$ cat config.mk
export PLATFORM = sky130hd
export DESIGN_NAME = low_voltage_detect_control
export DESIGN_NICKNAME = d
export VERILOG_FILES = /design/src/verilog/level_sync.v /design/src/verilog/low_voltage_detect_control.v
export VERILOG_INCLUDE_DIRS = /design/src /design/src/verilog
export SDC_FILE = /design/constraint.sdc
export NUM_CORES = 1
export LEC_CHECK = 0
export ABC_AREA = 1
export BUFFER_PORTS_ARGS = -buffer_cell sky130_fd_sc_hd__buf_2
export CORE_MARGIN = 3
export CORE_UTILIZATION = 40
export DETAILED_ROUTE_END_ITERATION = 8
export PLACE_DENSITY = 0.75
export SYNTH_ARGS = -nofsm -noshare
export SYNTH_HDL_FRONTEND = slang
export SYNTH_SLANG_ARGS = --single-unit
$ cat constraint.sdc
create_clock -name sys_clk_i -period 1.1 [get_ports sys_clk_i]
set_input_delay 0 -clock sys_clk_i [delete_from_list [all_inputs] [get_ports sys_clk_i]]
set_output_delay 0 -clock sys_clk_i [all_outputs]
set_load 0.02 [all_outputs]
$ cat src/verilog/supply_drop_regs.vh
`ifndef SUPPLY_DROP_REGS_VH
`define SUPPLY_DROP_REGS_VH

// Special function register addresses
`define LVD_CTRL_ADDR       16'hffbe
`define THR_SEL_ADDR        16'hffbf
`define ADDR_W              16

// Control register fields
`define CTRL_ENABLE_BIT     7
`define CTRL_LEGACY_BIT     4
`define CTRL_ACTION_BIT     1
`define CTRL_FLAG_BIT       0
`define CTRL_RESET_VAL      8'h00
`define CTRL_WRITE_MASK     8'h82

// Read port values
`define RDATA_RESET_VAL     8'h00
`define UNMAPPED_READ_VAL   8'h00

// Threshold select register
`define THR_FIELD_MSB       3
`define THR_RESET_VAL       8'h00
`define THR_WRITE_MASK      8'h0f

// Reset cause register fields
`define CAUSE_LVD_BIT       0
`define CAUSE_CLKMON_BIT    1
`define CAUSE_WATCHDOG_BIT  4
`define CAUSE_RESET_VAL     8'h00

// Comparator settling time, software wait
`define SETTLE_TIME_US      200
`define CLK_MHZ             100

// Synchroniser depth
`define SYNC_STAGES         2

`endif

$ cat src/verilog/level_sync.v
`timescale 1ns/10ps
module level_sync #(
  parameter STAGES = 2
) (
  input  wire sys_clk_i,
  input  wire rst_n_i,
  input  wire async_i,
  output wire sync_o
);
  reg [STAGES-1:0] chain_q;

  // Only the final stage is visible outside
  always @(posedge sys_clk_i or negedge rst_n_i) begin
    if (!rst_n_i) begin
      chain_q <= {STAGES{1'b0}};
    end else begin
      chain_q <= {chain_q[STAGES-2:0], async_i};
    end
  end

  assign sync_o = chain_q[STAGES-1];
endmodule

$ cat src/verilog/low_voltage_detect_control.v
`timescale 1ns/10ps
`include "supply_drop_regs.vh"
module low_voltage_detect_control #(
  parameter LEGACY_BIT4_VAL = 1'b0
) (
  input  wire        sys_clk_i,
  input  wire        rst_n_i,
  input  wire        por_n_i,
  input  wire        other_reset_i,
  input  wire        watchdog_reset_i,
  input  wire        clkmon_reset_i,
  input  wire        stop_mode_i,
  input  wire        cmp_below_i,
  input  wire [15:0] addr_i,
  input  wire        wr_i,
  input  wire        bit_wr_i,
  input  wire [2:0]  bit_sel_i,
  input  wire [7:0]  wdata_i,
  input  wire        rd_i,
  output reg  [7:0]  rdata_o,
  output wire        cmp_enable_o,
  output wire [3:0]  threshold_sel_o,
  output wire        supply_drop_irq_o,
  output wire        supply_drop_reset_o,
  output wire [7:0]  reset_cause_register_o
);
  reg        enable_q;
  reg        enable_d;
  reg        action_q;
  reg        action_d;
  reg  [7:0] thr_q;
  reg  [7:0] thr_d;
  reg  [7:0] cause_q;
  reg  [7:0] cause_d;
  reg  [7:0] rdata_d;
  reg  [7:0] ctrl_view;

  wire [7:0] ctrl_merged;
  wire       below_sync;
  wire       below_threshold_flag;
  wire       drop_reset;
  wire       ctrl_sel;
  wire       thr_sel;
  wire       ctrl_wr;
  wire       thr_wr;
  wire       clear_ctrl;

  // Merges a single-bit write into a byte with a writable-bit mask
  function [7:0] merge_wr;
    input [7:0] old;
    input [7:0] data;
    input       is_bit;
    input [2:0] sel;
    input [7:0] mask;
    reg   [7:0] nv;
    begin
      nv = old;
      if (is_bit) begin
        nv[sel] = data[0];
      end else begin
        nv = data;
      end
      merge_wr = (nv & mask) | (old & ~mask);
    end
  endfunction

  // Register select decode, shared by the write and read paths
  function reg_hit;
    input [`ADDR_W-1:0] addr;
    input [`ADDR_W-1:0] target;
    begin
      reg_hit = (addr == target);
    end
  endfunction

  // Analog output is asynchronous; sample it twice before any use
  level_sync #(
    .STAGES (`SYNC_STAGES)
  ) u_cmp_sync (
    .sys_clk_i (sys_clk_i),
    .rst_n_i   (rst_n_i),
    .async_i   (cmp_below_i),
    .sync_o    (below_sync)
  );

  // Stop mode does not gate the comparator path
  assign cmp_enable_o         = enable_q;
  assign threshold_sel_o      = thr_q[`THR_FIELD_MSB:0];
  assign below_threshold_flag = enable_q & below_sync;
  assign supply_drop_irq_o    = below_threshold_flag & ~action_q;
  assign drop_reset           = below_threshold_flag & action_q;
  assign supply_drop_reset_o  = drop_reset;
  // Reset request is a level; the chip reset logic decides how long it lasts
  // Stop mode input is left unread: stop mode must never gate detection

  assign ctrl_sel   = reg_hit(addr_i, `LVD_CTRL_ADDR);
  assign thr_sel    = reg_hit(addr_i, `THR_SEL_ADDR);
  assign ctrl_wr    = (wr_i | bit_wr_i) & ctrl_sel;
  // Threshold register takes byte writes only; a bit write there is dropped
  assign thr_wr     = wr_i & thr_sel;
  // Watchdog and clock monitor resets count as non-detector resets
  assign clear_ctrl = other_reset_i | watchdog_reset_i | clkmon_reset_i;

  // Bit or byte access merged onto the current view; flag and bit 4 masked off
  assign ctrl_merged = merge_wr(ctrl_view, wdata_i, bit_wr_i, bit_sel_i,
                                `CTRL_WRITE_MASK);

  // A reset source clears the mode bits even if software writes in that cycle
  always @* begin
    enable_d = enable_q;
    action_d = action_q;
    if (clear_ctrl) begin
      enable_d = 1'b0;
      action_d = 1'b0;
    end else if (ctrl_wr) begin
      enable_d = ctrl_merged[`CTRL_ENABLE_BIT];
      action_d = ctrl_merged[`CTRL_ACTION_BIT];
    end
  end

  // Detector's own reset must not wipe enable/action, so those bits sit
  // outside rst_n_i and are cleared by the other reset sources instead.
  always @(posedge sys_clk_i or negedge por_n_i) begin
    if (!por_n_i) begin
      enable_q <= 1'b0;
      action_q <= 1'b0;
    end else begin
      enable_q <= enable_d;
      action_q <= action_d;
    end
  end

  // Threshold register is byte-only; upper bits forced to zero
  always @* begin
    thr_d = thr_q;
    if (thr_wr) begin
      thr_d = wdata_i & `THR_WRITE_MASK;
    end
  end

  always @(posedge sys_clk_i or negedge rst_n_i) begin
    if (!rst_n_i) begin
      thr_q <= `THR_RESET_VAL;
    end else begin
      thr_q <= thr_d;
    end
  end

  // Reset cause flags survive every reset except power-on-clear
  // Several sources may fire together; each sets only its own bit
  always @* begin
    cause_d = cause_q;
    if (drop_reset) begin
      cause_d[`CAUSE_LVD_BIT] = 1'b1;
    end
    if (watchdog_reset_i) begin
      cause_d[`CAUSE_WATCHDOG_BIT] = 1'b1;
    end
    if (clkmon_reset_i) begin
      cause_d[`CAUSE_CLKMON_BIT] = 1'b1;
    end
  end

  always @(posedge sys_clk_i or negedge por_n_i) begin
    if (!por_n_i) begin
      cause_q <= `CAUSE_RESET_VAL;
    end else begin
      cause_q <= cause_d;
    end
  end

  assign reset_cause_register_o = cause_q;

  // Bit 4 value is a parameter; software must not depend on it
  always @* begin
    ctrl_view                   = `CTRL_RESET_VAL;
    ctrl_view[`CTRL_ENABLE_BIT] = enable_q;
    ctrl_view[`CTRL_LEGACY_BIT] = LEGACY_BIT4_VAL[0];
    ctrl_view[`CTRL_ACTION_BIT] = action_q;
    ctrl_view[`CTRL_FLAG_BIT]   = below_threshold_flag;
  end

  // Read data holds between strobes
  // Unmapped addresses read as zero
  always @* begin
    rdata_d = rdata_o;
    if (rd_i) begin
      if (ctrl_sel) begin
        rdata_d = ctrl_view;
      end else if (thr_sel) begin
        rdata_d = thr_q;
      end else begin
        rdata_d = `UNMAPPED_READ_VAL;
      end
    end
  end

  always @(posedge sys_clk_i or negedge rst_n_i) begin
    if (!rst_n_i) begin
      rdata_o <= `RDATA_RESET_VAL;
    end else begin
      rdata_o <= rdata_d;
    end
  end
endmodule

; Word-level counts from Yosys, hierarchy flattened
; Index checks and enable logic that the tools add are counted.
[totals]
ff_bits = 19
in_bits = 38
output_inout_bits = 23
word_cells = 34
[classes]
order_cmp = 2
n_eq_ne = 2
muxes = 10
n_bitwise = 10
n_reduce_logical = 2
[op_table]
columns = cell, count
row1 = $eq 16x16->1 const B, 2
row2 = $mux 8, 2
row3 = $bwmux 8, 1
row4 = $or 8x1->8, 1
row5 = $and 1x1->1, 5
row6 = $mux 1, 5
row7 = $lt 3x4->1 const B, 1
row8 = $mux 4, 1
row9 = $demux 1 s3, 1
row10 = $ge 3x1->1 const B, 1
row11 = $or 1x1->1, 3
row12 = $reduce_bool 2->1, 1
row13 = $logic_and 1x1->1, 1
row14 = $not 1->1, 1

; Depth between registers and ports, before layout
; Gate-level depths: netlist of the first run.
[depth]
word_depth = 9
ltp_mapped = 10
ltp_nobuf = 10

; By module
; From an unflattened synthesis of the first run, not the netlist that was laid out.
[unflattened]
hier_cells = 120
hier_area_um2 = 915.9
[by_module_without_submodules]
columns = mod, instances, cells_each, area_each_um2, seq_area_each_um2
row1 = low_voltage_detect_control, 1, 118, 865.8, 350.3
row2 = level_sync, 1, 2, 50.0, 50.0

; Least setup slack after synthesis of the first run
; No wires, ideal clock.
[synth_timing]
path_type = register to register
start = register enable_q, in the netlist cmp_enable_o
end = register cause_q[0], in the netlist reset_cause_register_o[0]
t_arrival_ns = 1.033
required_time_ns = 0.973
path_slack_ns = -0.060
path_stages_with_launch = 6
period_less_slack_ns = 1.160
path_cell_list = dfrtp_1 -> nand2_1 -> inv_1 -> nand2_1 -> inv_1 -> or2_2
[synth_via]
elab_chain_cells = 2
[synth_rtl]
columns = element, line
row1 = from (decl), low_voltage_detect_control.v:27  ; reg enable_q;
row2 = from (signal assigned), low_voltage_detect_control.v:128  ; enable_q <= enable_d;
row3 = $and 1x1->1, low_voltage_detect_control.v:89  ; assign below_threshold_flag = enable_q & below_sync;
row4 = $and 1x1->1, low_voltage_detect_control.v:91  ; assign drop_reset = below_threshold_flag & action_q;
row5 = net supply_drop_reset_o, low_voltage_detect_control.v:24  ; output wire supply_drop_reset_o,
row6 = to (signal assigned), low_voltage_detect_control.v:166  ; cause_q <= `CAUSE_RESET_VAL;
row7 = to (signal assigned), low_voltage_detect_control.v:168  ; cause_q <= cause_d;
row8 = to (decl), low_voltage_detect_control.v:33  ; reg [7:0] cause_q;
; The timed path passes the listed nets, and every way through them passes these cells.
; A chain may end at the register's enable or synchronous reset.

; Worst setup path in the final report of the first run
[layout_timing]
start = register enable_q, in the netlist cmp_enable_o
end = output port supply_drop_reset_o
[layout_via]
elab_chain_cells = 2
[layout_rtl]
columns = element, line
row1 = $and 1x1->1, low_voltage_detect_control.v:89
row2 = $and 1x1->1, low_voltage_detect_control.v:91
row3 = to (decl), low_voltage_detect_control.v:24
; Every way passes these cells.

==> out/results.txt, run 1 <==
CTS Buf Count -> 3
Area Overhead vs Synth -> 41.97%
starting density of the core -> 0.4453
via count of the routed design -> 946
Avg Cell Area, Syn -> 7.477 µm²
global-route wire length before repair -> 3381 µm
ratio of cells with drive above 1 in the final layout -> 0.4086
worst-path cell chain -> nand2_2, inv_1, nand2_1, inv_2, buf_6
Critical Path Fanout Max -> 2
die footprint -> 2932 µm²
slowest stage cell, crit path -> sky130_fd_sc_hd__dfrtp_2
Crit Path Category -> reg2out
Leak -> 0.0007685 µW
final setup slack of the worst path -> 0.05836 ns
Finish-stage setup viols -> 0
top cell family by delay on the critical path -> flip-flops
most area-hungry cell type in the Yosys netlist -> sky130_fd_sc_hd__dfrtp_1
sequential fraction of the synthesis area -> 0.4318
number of slew-limit violations in the final report -> 0
minimum clock period after layout -> 1.042 ns
DP Worst Slack -> 0.06600 ns
count of buffers inserted at the top-level ports -> 48
critical path's largest stage delay -> 0.42 ns
Sw Share -> 0.2515
sort of element at the start of the critical path -> flop
CTS tree -> done
initial antenna violation count -> 0
overall die height -> 54.15 µm
Hold/Removal Path Class -> in2reg
number of global-route vias before repair -> 854
CTS clk-pin slew, worst paths -> 0.09 ns
critical path required time -> 1.10 ns
data arrival at the endpoint of the critical path -> 1.04 ns
area inside the core boundary -> 2082 µm²
worst-case clock buffer depth -> 2
maximum number of pins on one net before global-route repair -> 12
sequential fraction of design power -> 0.544
Final Routed Wirelength -> 2220 µm
top cell type's share of synthesized area -> 0.4318
starting DRC count in detailed routing -> 9
Max Clock Skew -> 0.005588 ns
total power density per cell area -> 834.9 nW/µm²
number of antenna-violating nets in the routed design -> 0
GP Congestion -> 0.7432
peak supply drop -> 0.0004827 V
Routed wire per std cell -> 10.42 µm
final-layout setup total negative slack -> 0 ns
gate count of the mapped netlist -> 124
portion of total power attributed to the clock network -> 0.279
Via density -> 4.441
leading cell type in the layout, fill and taps excluded -> sky130_fd_sc_hd__buf_2
remaining design rule violation count -> 0
final hold viol count -> 0
GR Overflow Total -> 0
total number of yosys warnings -> 0
Rows -> 16
Switch Pwr -> 276.4 µW
Initial DRT Pass Iterations -> 4
total chip power -> 1099 µW
max frequency -> 0.9600 GHz
clock latency on the worst-skew pair -> 0.28 ns
Max-Cap Viols -> 0
H-tree level count -> 1
cell area after synthesis -> 927.1 µm²
register bit count reported by yosys -> 16
clock tree sinks -> 16
share of the clock period used by the worst path -> 0.9469
Synth cell types -> 19
num ports -> 61
number of antenna repair diodes -> 0
buffer and inverter count on the worst path -> 3
most frequent cells in the layout -> sky130_fd_sc_hd__buf_2, sky130_fd_sc_hd__nand2_1, sky130_fd_sc_hd__dfrtp_1
library cell used as clock root buffer -> sky130_fd_sc_hd__clkbuf_4
Critical Path Sink Type -> output port
total global routing track utilization -> 0.1574
number of nets at the end of the flow -> 225
Power Internal -> 822.6 µW
combinational group share of total power -> 0.177
largest cells by area after synthesis -> sky130_fd_sc_hd__dfrtp_1, sky130_fd_sc_hd__nand2_1, sky130_fd_sc_hd__nand3_1
placed wire-length estimate -> 1674 µm
die width -> 54.15 µm
outcome -> completed
-- state kept, by name (all words and copies together) (netlist names) --
| register | cells |
|---|---|
| rdata_o | 5 |
| u_cmp_sync.chain_q | 2 |
| cmp_enable_o | 1 |
| action_q | 1 |
| thr_q | 4 |
| reset_cause_register_o | 3 |
-- synthesized netlist by cell type --
cell and count:
sky130_fd_sc_hd__dfrtp_1 16, sky130_fd_sc_hd__inv_1 13, sky130_fd_sc_hd__inv_2 2, sky130_fd_sc_hd__o21ai_0 3
sky130_fd_sc_hd__nor3b_1 1, sky130_fd_sc_hd__nand2_2 5, sky130_fd_sc_hd__or2_2 3, sky130_fd_sc_hd__nand3b_1 1
sky130_fd_sc_hd__nand3_2 2, sky130_fd_sc_hd__nor2_1 4, sky130_fd_sc_hd__buf_4 8, sky130_fd_sc_hd__a21oi_1 2
sky130_fd_sc_hd__nand2_1 43, sky130_fd_sc_hd__nand4_1 1, sky130_fd_sc_hd__nor2_4 2, sky130_fd_sc_hd__nand3_1 12
sky130_fd_sc_hd__or2_0 1, sky130_fd_sc_hd__conb_1 1, sky130_fd_sc_hd__nor2_2 4
-- metrics by stage --
step / util / hold slack (ns) / cell area, µm² / cells
6_report: 0.6322 / 0.02296 / 1316 / 213
5_1_grt: 0.6322 / 0.02199 / 1316 / 213
4_1_cts: 0.6256 / 0.01974 / 1303 / 213
3_5_place_dp: 0.5613 / -0.1854 / 1169 / 198
3_3_place_gp: 0.5613 / -0.1844 / 1169 / 198
2_1_floorplan: - / -0.2956 / 954.7 / 131
-- area by class of cell --
class | instances | area [µm²]
Clock buffer | 4 | 26.28
Fill cell | 196 | 765.7
Inverter | 15 | 56.30
Multi-Input combinational cell | 92 | 444.2
Sequential cell | 16 | 401.6
Tap cell | 27 | 33.78
Timing Repair Buffer | 59 | 354.1
-- worst paths after layout --
path / end / from / depth (start not counted) / slack (ns)
max in group asynchronous: thr_q[1]$_DFFE_PN0P_ / rst_n_i / 2 / 0.80
setup reg to reg: reset_cause_register_o[0]$_DFFE_PN0P_ / cmp_enable_o$_DFFE_PN0P_ / 5 / 0.09
hold / removal: thr_q[1]$_DFFE_PN0P_ / wr_i / 3 / 0.02
setup / recovery: supply_drop_reset_o / cmp_enable_o$_DFFE_PN0P_ / 5 / 0.06
min in group asynchronous: reset_cause_register_o[4]$_DFFE_PN0P_ / por_n_i / 2 / 0.10
hold reg to reg: u_cmp_sync.chain_q[1]$_DFF_PN0_ / u_cmp_sync.chain_q[0]$_DFF_PN0_ / 0 / 0.36
-- worst min-delay path, delay by kind of cell --
kind | cells | cell delay (ns)
buf+inv | 1 | 0.13
simple gates | 2 | 0.13
-- layer usage --
metal / global-route usage / vias to the layer above / share of wire
met5: 0 / - / 0
li1: - / 497 / -
met2: 0.3048 / 36 / 0.53
met4: 0.04979 / 0 / 0.0081
met1: 0.1753 / 411 / 0.40
met3: 0.01662 / 2 / 0.057
-- kinds of logic after synthesis --
logic type / share of synthesized area
other: 0.004045
buffers and inverters: 0.1255
DFF: 0.4318
and+or+nand+nor: 0.4116
AOI/OAI and AO/OA: 0.02699
-- what timing repair did --
action	CTS	global route
resized for setup	0	6
pin swaps	0	3
hold buffers	10	0
endpoints found under the hold margin	25	0
setup buffers	1	0
endpoints found under the setup margin	1	3
-- power groups by stage --
stage | sequential (µW) | clock [µW] | combinational [µW]
after global placement | 610 | 0 | 156
after CTS | 598 | 307 | 191
final | 598 | 306 | 195
after detailed placement | 609 | 0 | 162
after global routing | 599 | 343 | 216
after floorplan | 612 | 0 | 94.4
No activity file was read; power rests on OpenSTA's default activity.
==> inputs of run 2 (changes only) <==
Clock period 1.1 ns to 1.2 ns, I/O delays scaled along.
==> run 2 against run 1 <==
Effect of this change:
- count of clock-buffer cells in the layout unchanged
- via count decreased by 3.6%
- first-iteration DRC count increased by 56%
- largest cell class unchanged
- power decreased by 3.2%
- highest routed layer unchanged
- wire length decreased by 4.4%
- clock power increased by 12%
- global-route usage increased by 0.24 points
- non-clock buffer count decreased by 1
- sequential share of layout area increased by 0.20 points
==> out/results.txt, run 2 (same netlist as run 1, synthesis figures left out) <==
placed wire-length estimate -> 1679 µm (+0.28%)
met3 demand-to-capacity share in global routing -> 0.008310 (-0.008310)
Filler Cells Inserted -> 201 (+2.6%)
Max Clock Skew -> 0.003215 ns (-0.002374 ns)
starting DRC count in detailed routing -> 14 (+5)
leading cell type in the layout, fill and taps excluded -> sky130_fd_sc_hd__buf_2
GR Overflow Total -> 0 (unchanged)
unrepaired setup endpoints after global routing -> no
minimum clock period after layout -> 1.088 ns
number of slew-limit violations in the final report -> 0 (unchanged)
global-route wire length before repair -> 3367 µm (-0.41%)
count of buffers inserted at the top-level ports -> 48 (unchanged)
overall die height -> 54.15 µm (unchanged)
Initial DRT Pass Iterations -> 4 (unchanged)
clock latency on the worst-skew pair -> 0.28 ns (about the same)
CTS tree -> done
Rows -> 16 (unchanged)
Routed wire per std cell -> 10.01 µm (-3.9%)
Final Routed Wirelength -> 2123 µm (-4.4%)
worst hold slack -> 0.01362 ns (-0.009337 ns)
most crowded layer after global routing -> met2
Via density -> 4.302 (-3.1%)
final hold viol count -> 0 (unchanged)
outcome -> completed
ratio of cells with drive above 1 in the final layout -> 0.3784 (-0.03022)
sort of element at the start of the critical path -> flop
met2 usage in global routing -> 0.2968 (-0.007968)
final-layout setup total negative slack -> 0 ns (unchanged)
number of nets at the end of the flow -> 224 (-0.44%)
number of global-route vias before repair -> 870 (+1.9%)
met1 Use GR -> 0.1842 (+0.008908)
Max-Cap Viols -> 0 (unchanged)
clock tree sinks -> 16 (unchanged)
peak supply drop -> 0.0005003 V (+3.6%)
Leak -> 0.0007736 µW (+0.67%)
initial antenna violation count -> 0 (unchanged)
number of antenna repair diodes -> 0 (unchanged)
CTS clk-pin slew, worst paths -> 0.09 ns (about the same)
via count of the routed design -> 912 (-3.6%)
area inside the core boundary -> 2082 µm² (unchanged)
share of the clock period used by the worst path -> 0.9067
Finish-stage setup viols -> 0 (unchanged)
maximum number of pins on one net before global-route repair -> 12 (unchanged)
remaining design rule violation count -> 0 (unchanged)
total global routing track utilization -> 0.1598 (+0.002399)
total power density per cell area -> 816.2 nW/µm² (-2.2%)
most flop-heavy register -> rdata_o
Crit Path Category -> reg2out
data arrival at the endpoint of the critical path -> 1.09 ns (+0.05 ns)
Hold/Removal Path Class -> in2reg
starting density of the core -> 0.4453 (unchanged)
CTS Buf Count -> 3 (unchanged)
library cell used as clock root buffer -> sky130_fd_sc_hd__clkbuf_4
num ports -> 61 (unchanged)
Area Overhead vs Synth -> 40.62%
setup bufs post-CTS -> 0 (-1)
H-tree level count -> 1 (unchanged)
die footprint -> 2932 µm² (unchanged)
GP Congestion -> 0.7380 (-0.70%)
critical path required time -> 1.20 ns (+0.10 ns)
number of antenna-violating nets in the routed design -> 0 (unchanged)
worst-case clock buffer depth -> 2 (unchanged)
most frequent cells in the layout -> sky130_fd_sc_hd__buf_2, sky130_fd_sc_hd__nand2_1, sky130_fd_sc_hd__dfrtp_1
die width -> 54.15 µm (unchanged)
Critical Path Fanout Max -> 4 (+2)
Critical Path Sink Type -> output port
max frequency -> 0.9191 GHz
Largest register FFs -> 5 (unchanged)
[run 2: cell types whose count changed in the layout (fill, tap and decap cells not counted), moves of 2 or more]
cell and change:
sky130_fd_sc_hd__inv_1 +2, sky130_fd_sc_hd__inv_2 -2, sky130_fd_sc_hd__nand2_1 +2, sky130_fd_sc_hd__nand2_2 -2
[run 2: critical path: stages (launching register included)]
cell,delay (ns)
sky130_fd_sc_hd__dfrtp_1,0.39
sky130_fd_sc_hd__nand2_1,0.08
sky130_fd_sc_hd__inv_1,0.07
sky130_fd_sc_hd__nand2_1,0.05
sky130_fd_sc_hd__inv_1,0.06
sky130_fd_sc_hd__buf_2,0.16
[run 2: power breakdown]
| group | internal [µW] | switching [µW] |
|---|---|---|
| Clock | 184 | 158 |
| Combinational | 78.4 | 95.8 |
| Sequential | 545 | 3.17 |
| Total | 808 | 256 |
[run 2: repair_timing]
item / 4_1_cts / 5_1_grt
resized for setup: 0 / 0
hold buffers: 10 / 0
endpoints found under the setup margin: 0 / 0
hold endpoints to repair: 25 / 0
[run 2: cell type report]
cell class | instances | area (µm²) | share of cell area
clock buffer | 4 | 36.28 | 0.02783
inverter | 15 | 56.30 | 0.04319
multi-input combinational | 92 | 436.7 | 0.3349
sequential | 16 | 400.4 | 0.3071
tap | 27 | 33.78 | 0.02591
timing repair buffer | 58 | 340.3 | 0.2610
[run 2: worst paths after layout]
kind	start	to	slack [ns]	cells past startpoint
min in group asynchronous	por_n_i	action_q$_DFFE_PN0P_	0.06	2
setup / recovery	cmp_enable_o$_DFFE_PN0P_	supply_drop_reset_o	0.11	5
hold / removal	wr_i	thr_q[3]$_DFFE_PN0P_	0.01	3
max in group asynchronous	rst_n_i	thr_q[0]$_DFFE_PN0P_	0.90	2
hold reg to reg	u_cmp_sync.chain_q[0]$_DFF_PN0_	u_cmp_sync.chain_q[1]$_DFF_PN0_	0.36	0
setup reg to reg	cmp_enable_o$_DFFE_PN0P_	reset_cause_register_o[0]$_DFFE_PN0P_	0.17	5
[run 2: metrics by stage]
stage | setup slack (ns) | utilization | total power, µW | instances | cell area (µm²)
finish | 0.1120 | 0.6262 | 1064 | 212 | 1304
global placement | 0.2063 | 0.5607 | 701.7 | 198 | 1167
CTS | 0.1064 | 0.6262 | 1075 | 212 | 1304
global route | 0.03087 | 0.6262 | 1123 | 212 | 1304
detailed placement | 0.1778 | 0.5607 | 707.9 | 198 | 1167
floorplan | 0.03966 | - | 647.4 | 131 | 953.4
[run 2: layer usage]
layer	vias up	wire length, µm
li1	488	-
met1	396	894
met2	26	1108
met3	2	89
met4	0	30
met5	-	0
==> inputs of run 3 (changes only) <==
Settings changed: BUFFER_PORTS_ARGS -buffer_cell sky130_fd_sc_hd__buf_2 to -buffer_cell sky130_fd_sc_hd__buf_4.
==> run 3 against run 2 <==
Effect of this change:
- global-route usage is 1.1 points higher
- register-to-register slack hardly changed
- first-iteration DRC count is 93% higher
- combinational power is 19% higher
- power is 4.2% higher
==> out/results.txt, run 3 (same netlist as run 1, synthesis figures left out) <==
count of buffers inserted at the top-level ports -> 48 (unchanged)
outcome -> completed
routed metal-1 wire length -> 946 µm (+5.8%)
total global routing track utilization -> 0.1704 (+0.01057)
library cell used as clock root buffer -> sky130_fd_sc_hd__clkbuf_4
die width -> 54.15 µm (unchanged)
Critical Path Sink Type -> flop
sequential fraction of design power -> 0.494 (-0.021)
Crit Path Category -> in2reg
final hold viol count -> 0 (unchanged)
Sw Share -> 0.2429 (+0.001873)
global-route wire length before repair -> 3505 µm (+4.1%)
unrepaired setup endpoints after global routing -> no
clock tree sinks -> 16 (unchanged)
sort of element at the start of the critical path -> primary input
number of gates given a new drive strength after cts -> 0 (unchanged)
leading cell type in the layout, fill and taps excluded -> sky130_fd_sc_hd__buf_4
placed wire-length estimate -> 1769 µm (+5.4%)
number of antenna-violating nets in the routed design -> 0 (unchanged)
initial antenna violation count -> 0 (unchanged)
num ports -> 61 (unchanged)
GR Overflow Total -> 0 (unchanged)
max frequency -> 0.8639 GHz (-6.0%)
Hold/Removal Path Class -> in2reg
most frequent cells in the layout -> sky130_fd_sc_hd__buf_4, sky130_fd_sc_hd__nand2_1, sky130_fd_sc_hd__dfrtp_1
Power Internal -> 839.7 µW (+4.0%)
CTS tree -> done
Area Overhead vs Synth -> 56.81%
Via density -> 4.409 (+2.5%)
met3 WL post-DR -> 100 µm (+12%)
remaining design rule violation count -> 0 (unchanged)
die footprint -> 2932 µm² (unchanged)
ratio of cells with drive above 1 in the final layout -> 0.3723 (-0.006038)
final-layout setup total negative slack -> 0 ns (unchanged)
Switch Pwr -> 269.4 µW (+5.0%)
Critical Path Fanout Max -> 2 (-2)
maximum number of pins on one net before global-route repair -> 12 (unchanged)
peak supply drop -> 0.0005213 V (+4.2%)
area inside the core boundary -> 2082 µm² (unchanged)
Routed wire per std cell -> 10.73 µm (+7.2%)
via count of the routed design -> 948 (+3.9%)
starting DRC count in detailed routing -> 27 (+13)
Final Routed Wirelength -> 2307 µm (+8.7%)
share of the clock period used by the worst path -> 0.9646 (+0.05797)
number of nets at the end of the flow -> 227 (+1.3%)
routed wire length on met2 -> 1209 µm (+9.1%)
GP Congestion -> 0.7496 (+1.6%)
worst-case clock buffer depth -> 2 (unchanged)
starting density of the core -> 0.4453 (unchanged)
setup bufs post-CTS -> 0 (unchanged)
clock latency on the worst-skew pair -> 0.29 ns (about the same)
most flop-heavy register -> rdata_o
Largest register FFs -> 5 (unchanged)
number of antenna repair diodes -> 0 (unchanged)
H-tree level count -> 1 (unchanged)
Max Used Layer -> met4
portion of total power attributed to the clock network -> 0.319 (-0.002)
Rows -> 16 (unchanged)
combinational group share of total power -> 0.186 (+0.022)
data arrival at the endpoint of the critical path -> 1.35 ns (+0.26 ns)
CTS Buf Count -> 3 (unchanged)
minimum clock period after layout -> 1.158 ns (+0.06956 ns)
final core occ -> 0.6983 (+0.07211)
Finish-stage setup viols -> 0 (unchanged)
Initial DRT Pass Iterations -> 4 (unchanged)
CTS clk-pin slew, worst paths -> 0.09 ns (about the same)
number of global-route vias before repair -> 859 (-1.3%)
total power density per cell area -> 762.9 nW/µm² (-6.5%)
critical path required time -> 1.39 ns (+0.19 ns)
Max Clock Skew -> 0.003696 ns (+0.0004815 ns)
Max-Cap Viols -> 0 (unchanged)
Leak -> 0.0008085 µW (+4.5%)
overall die height -> 54.15 µm (unchanged)
number of slew-limit violations in the final report -> 0 (unchanged)
## run 3: cell types whose count changed in the layout (fill, tap and decap cells not counted), sizes merged
cell	change
dlygate4sd3	+3
## run 3: worst paths after layout
| path | cells after the start | from | end | slack, ns |
|---|---|---|---|---|
| hold / removal | 3 | wr_i | thr_q[3]$_DFFE_PN0P_ | 0.002 |
| setup reg to reg | 5 | cmp_enable_o$_DFFE_PN0P_ | reset_cause_register_o[0]$_DFFE_PN0P_ | 0.17 |
| hold reg to reg | 0 | u_cmp_sync.chain_q[0]$_DFF_PN0_ | u_cmp_sync.chain_q[1]$_DFF_PN0_ | 0.37 |
| max in group asynchronous | 2 | rst_n_i | u_cmp_sync.chain_q[0]$_DFF_PN0_ | 0.99 |
| min in group asynchronous | 2 | por_n_i | cmp_enable_o$_DFFE_PN0P_ | 0.02 |
| setup / recovery | 5 | wdata_i[1] | thr_q[1]$_DFFE_PN0P_ | 0.04 |
## run 3: what timing repair did
action,4_1_cts,5_1_grt
endpoints found under the hold margin,25,0
endpoints found under the setup margin,0,0
hold buffers,13,0
## run 3: final cells by class
type / instances / area [µm²]
Tap cell: 27 / 33.78
Clock buffer: 4 / 36.28
Multi-Input combinational cell: 92 / 436.7
Inverter: 15 / 56.30
Timing Repair Buffer: 61 / 490.5
Fill cell: 183 / 628.1
Sequential cell: 16 / 400.4
## run 3: routing by layer
layer	global-route usage	up-vias
met4	0.08714	0
met2	0.3108	32
met1	0.1829	416
met5	0	-
li1	-	496
met3	0.03324	4
## run 3: power groups by stage
stage	sequential, µW	clock (µW)	combinational, µW
final	548	354	207
after global routing	549	395	228
after CTS	548	358	207
after detailed placement	559	0	181
after global placement	559	0	175
after floorplan	561	0	86.5
## run 3: per-stage QoR
step	total power [µW]	cell area [µm²]	hold slack [ns]	setup slack [ns]	cells
after floorplan	647.4	953.4	-0.2956	0.03966	131
after global placement	733.9	1287	-0.1976	0.1997	198
after detailed placement	739.1	1287	-0.1958	0.1791	198
after CTS	1114	1454	0.004760	0.06546	215
after global routing	1173	1454	0.01119	0.02242	215
final	1109	1454	0.002031	0.04245	215
## run 3: critical path: stages
cell	delay, ns
sky130_fd_sc_hd__dlygate4sd3_1	0.53
sky130_fd_sc_hd__buf_4	0.14
sky130_fd_sc_hd__nand3_1	0.07
sky130_fd_sc_hd__dlygate4sd3_1	0.55
sky130_fd_sc_hd__nand2_1	0.06
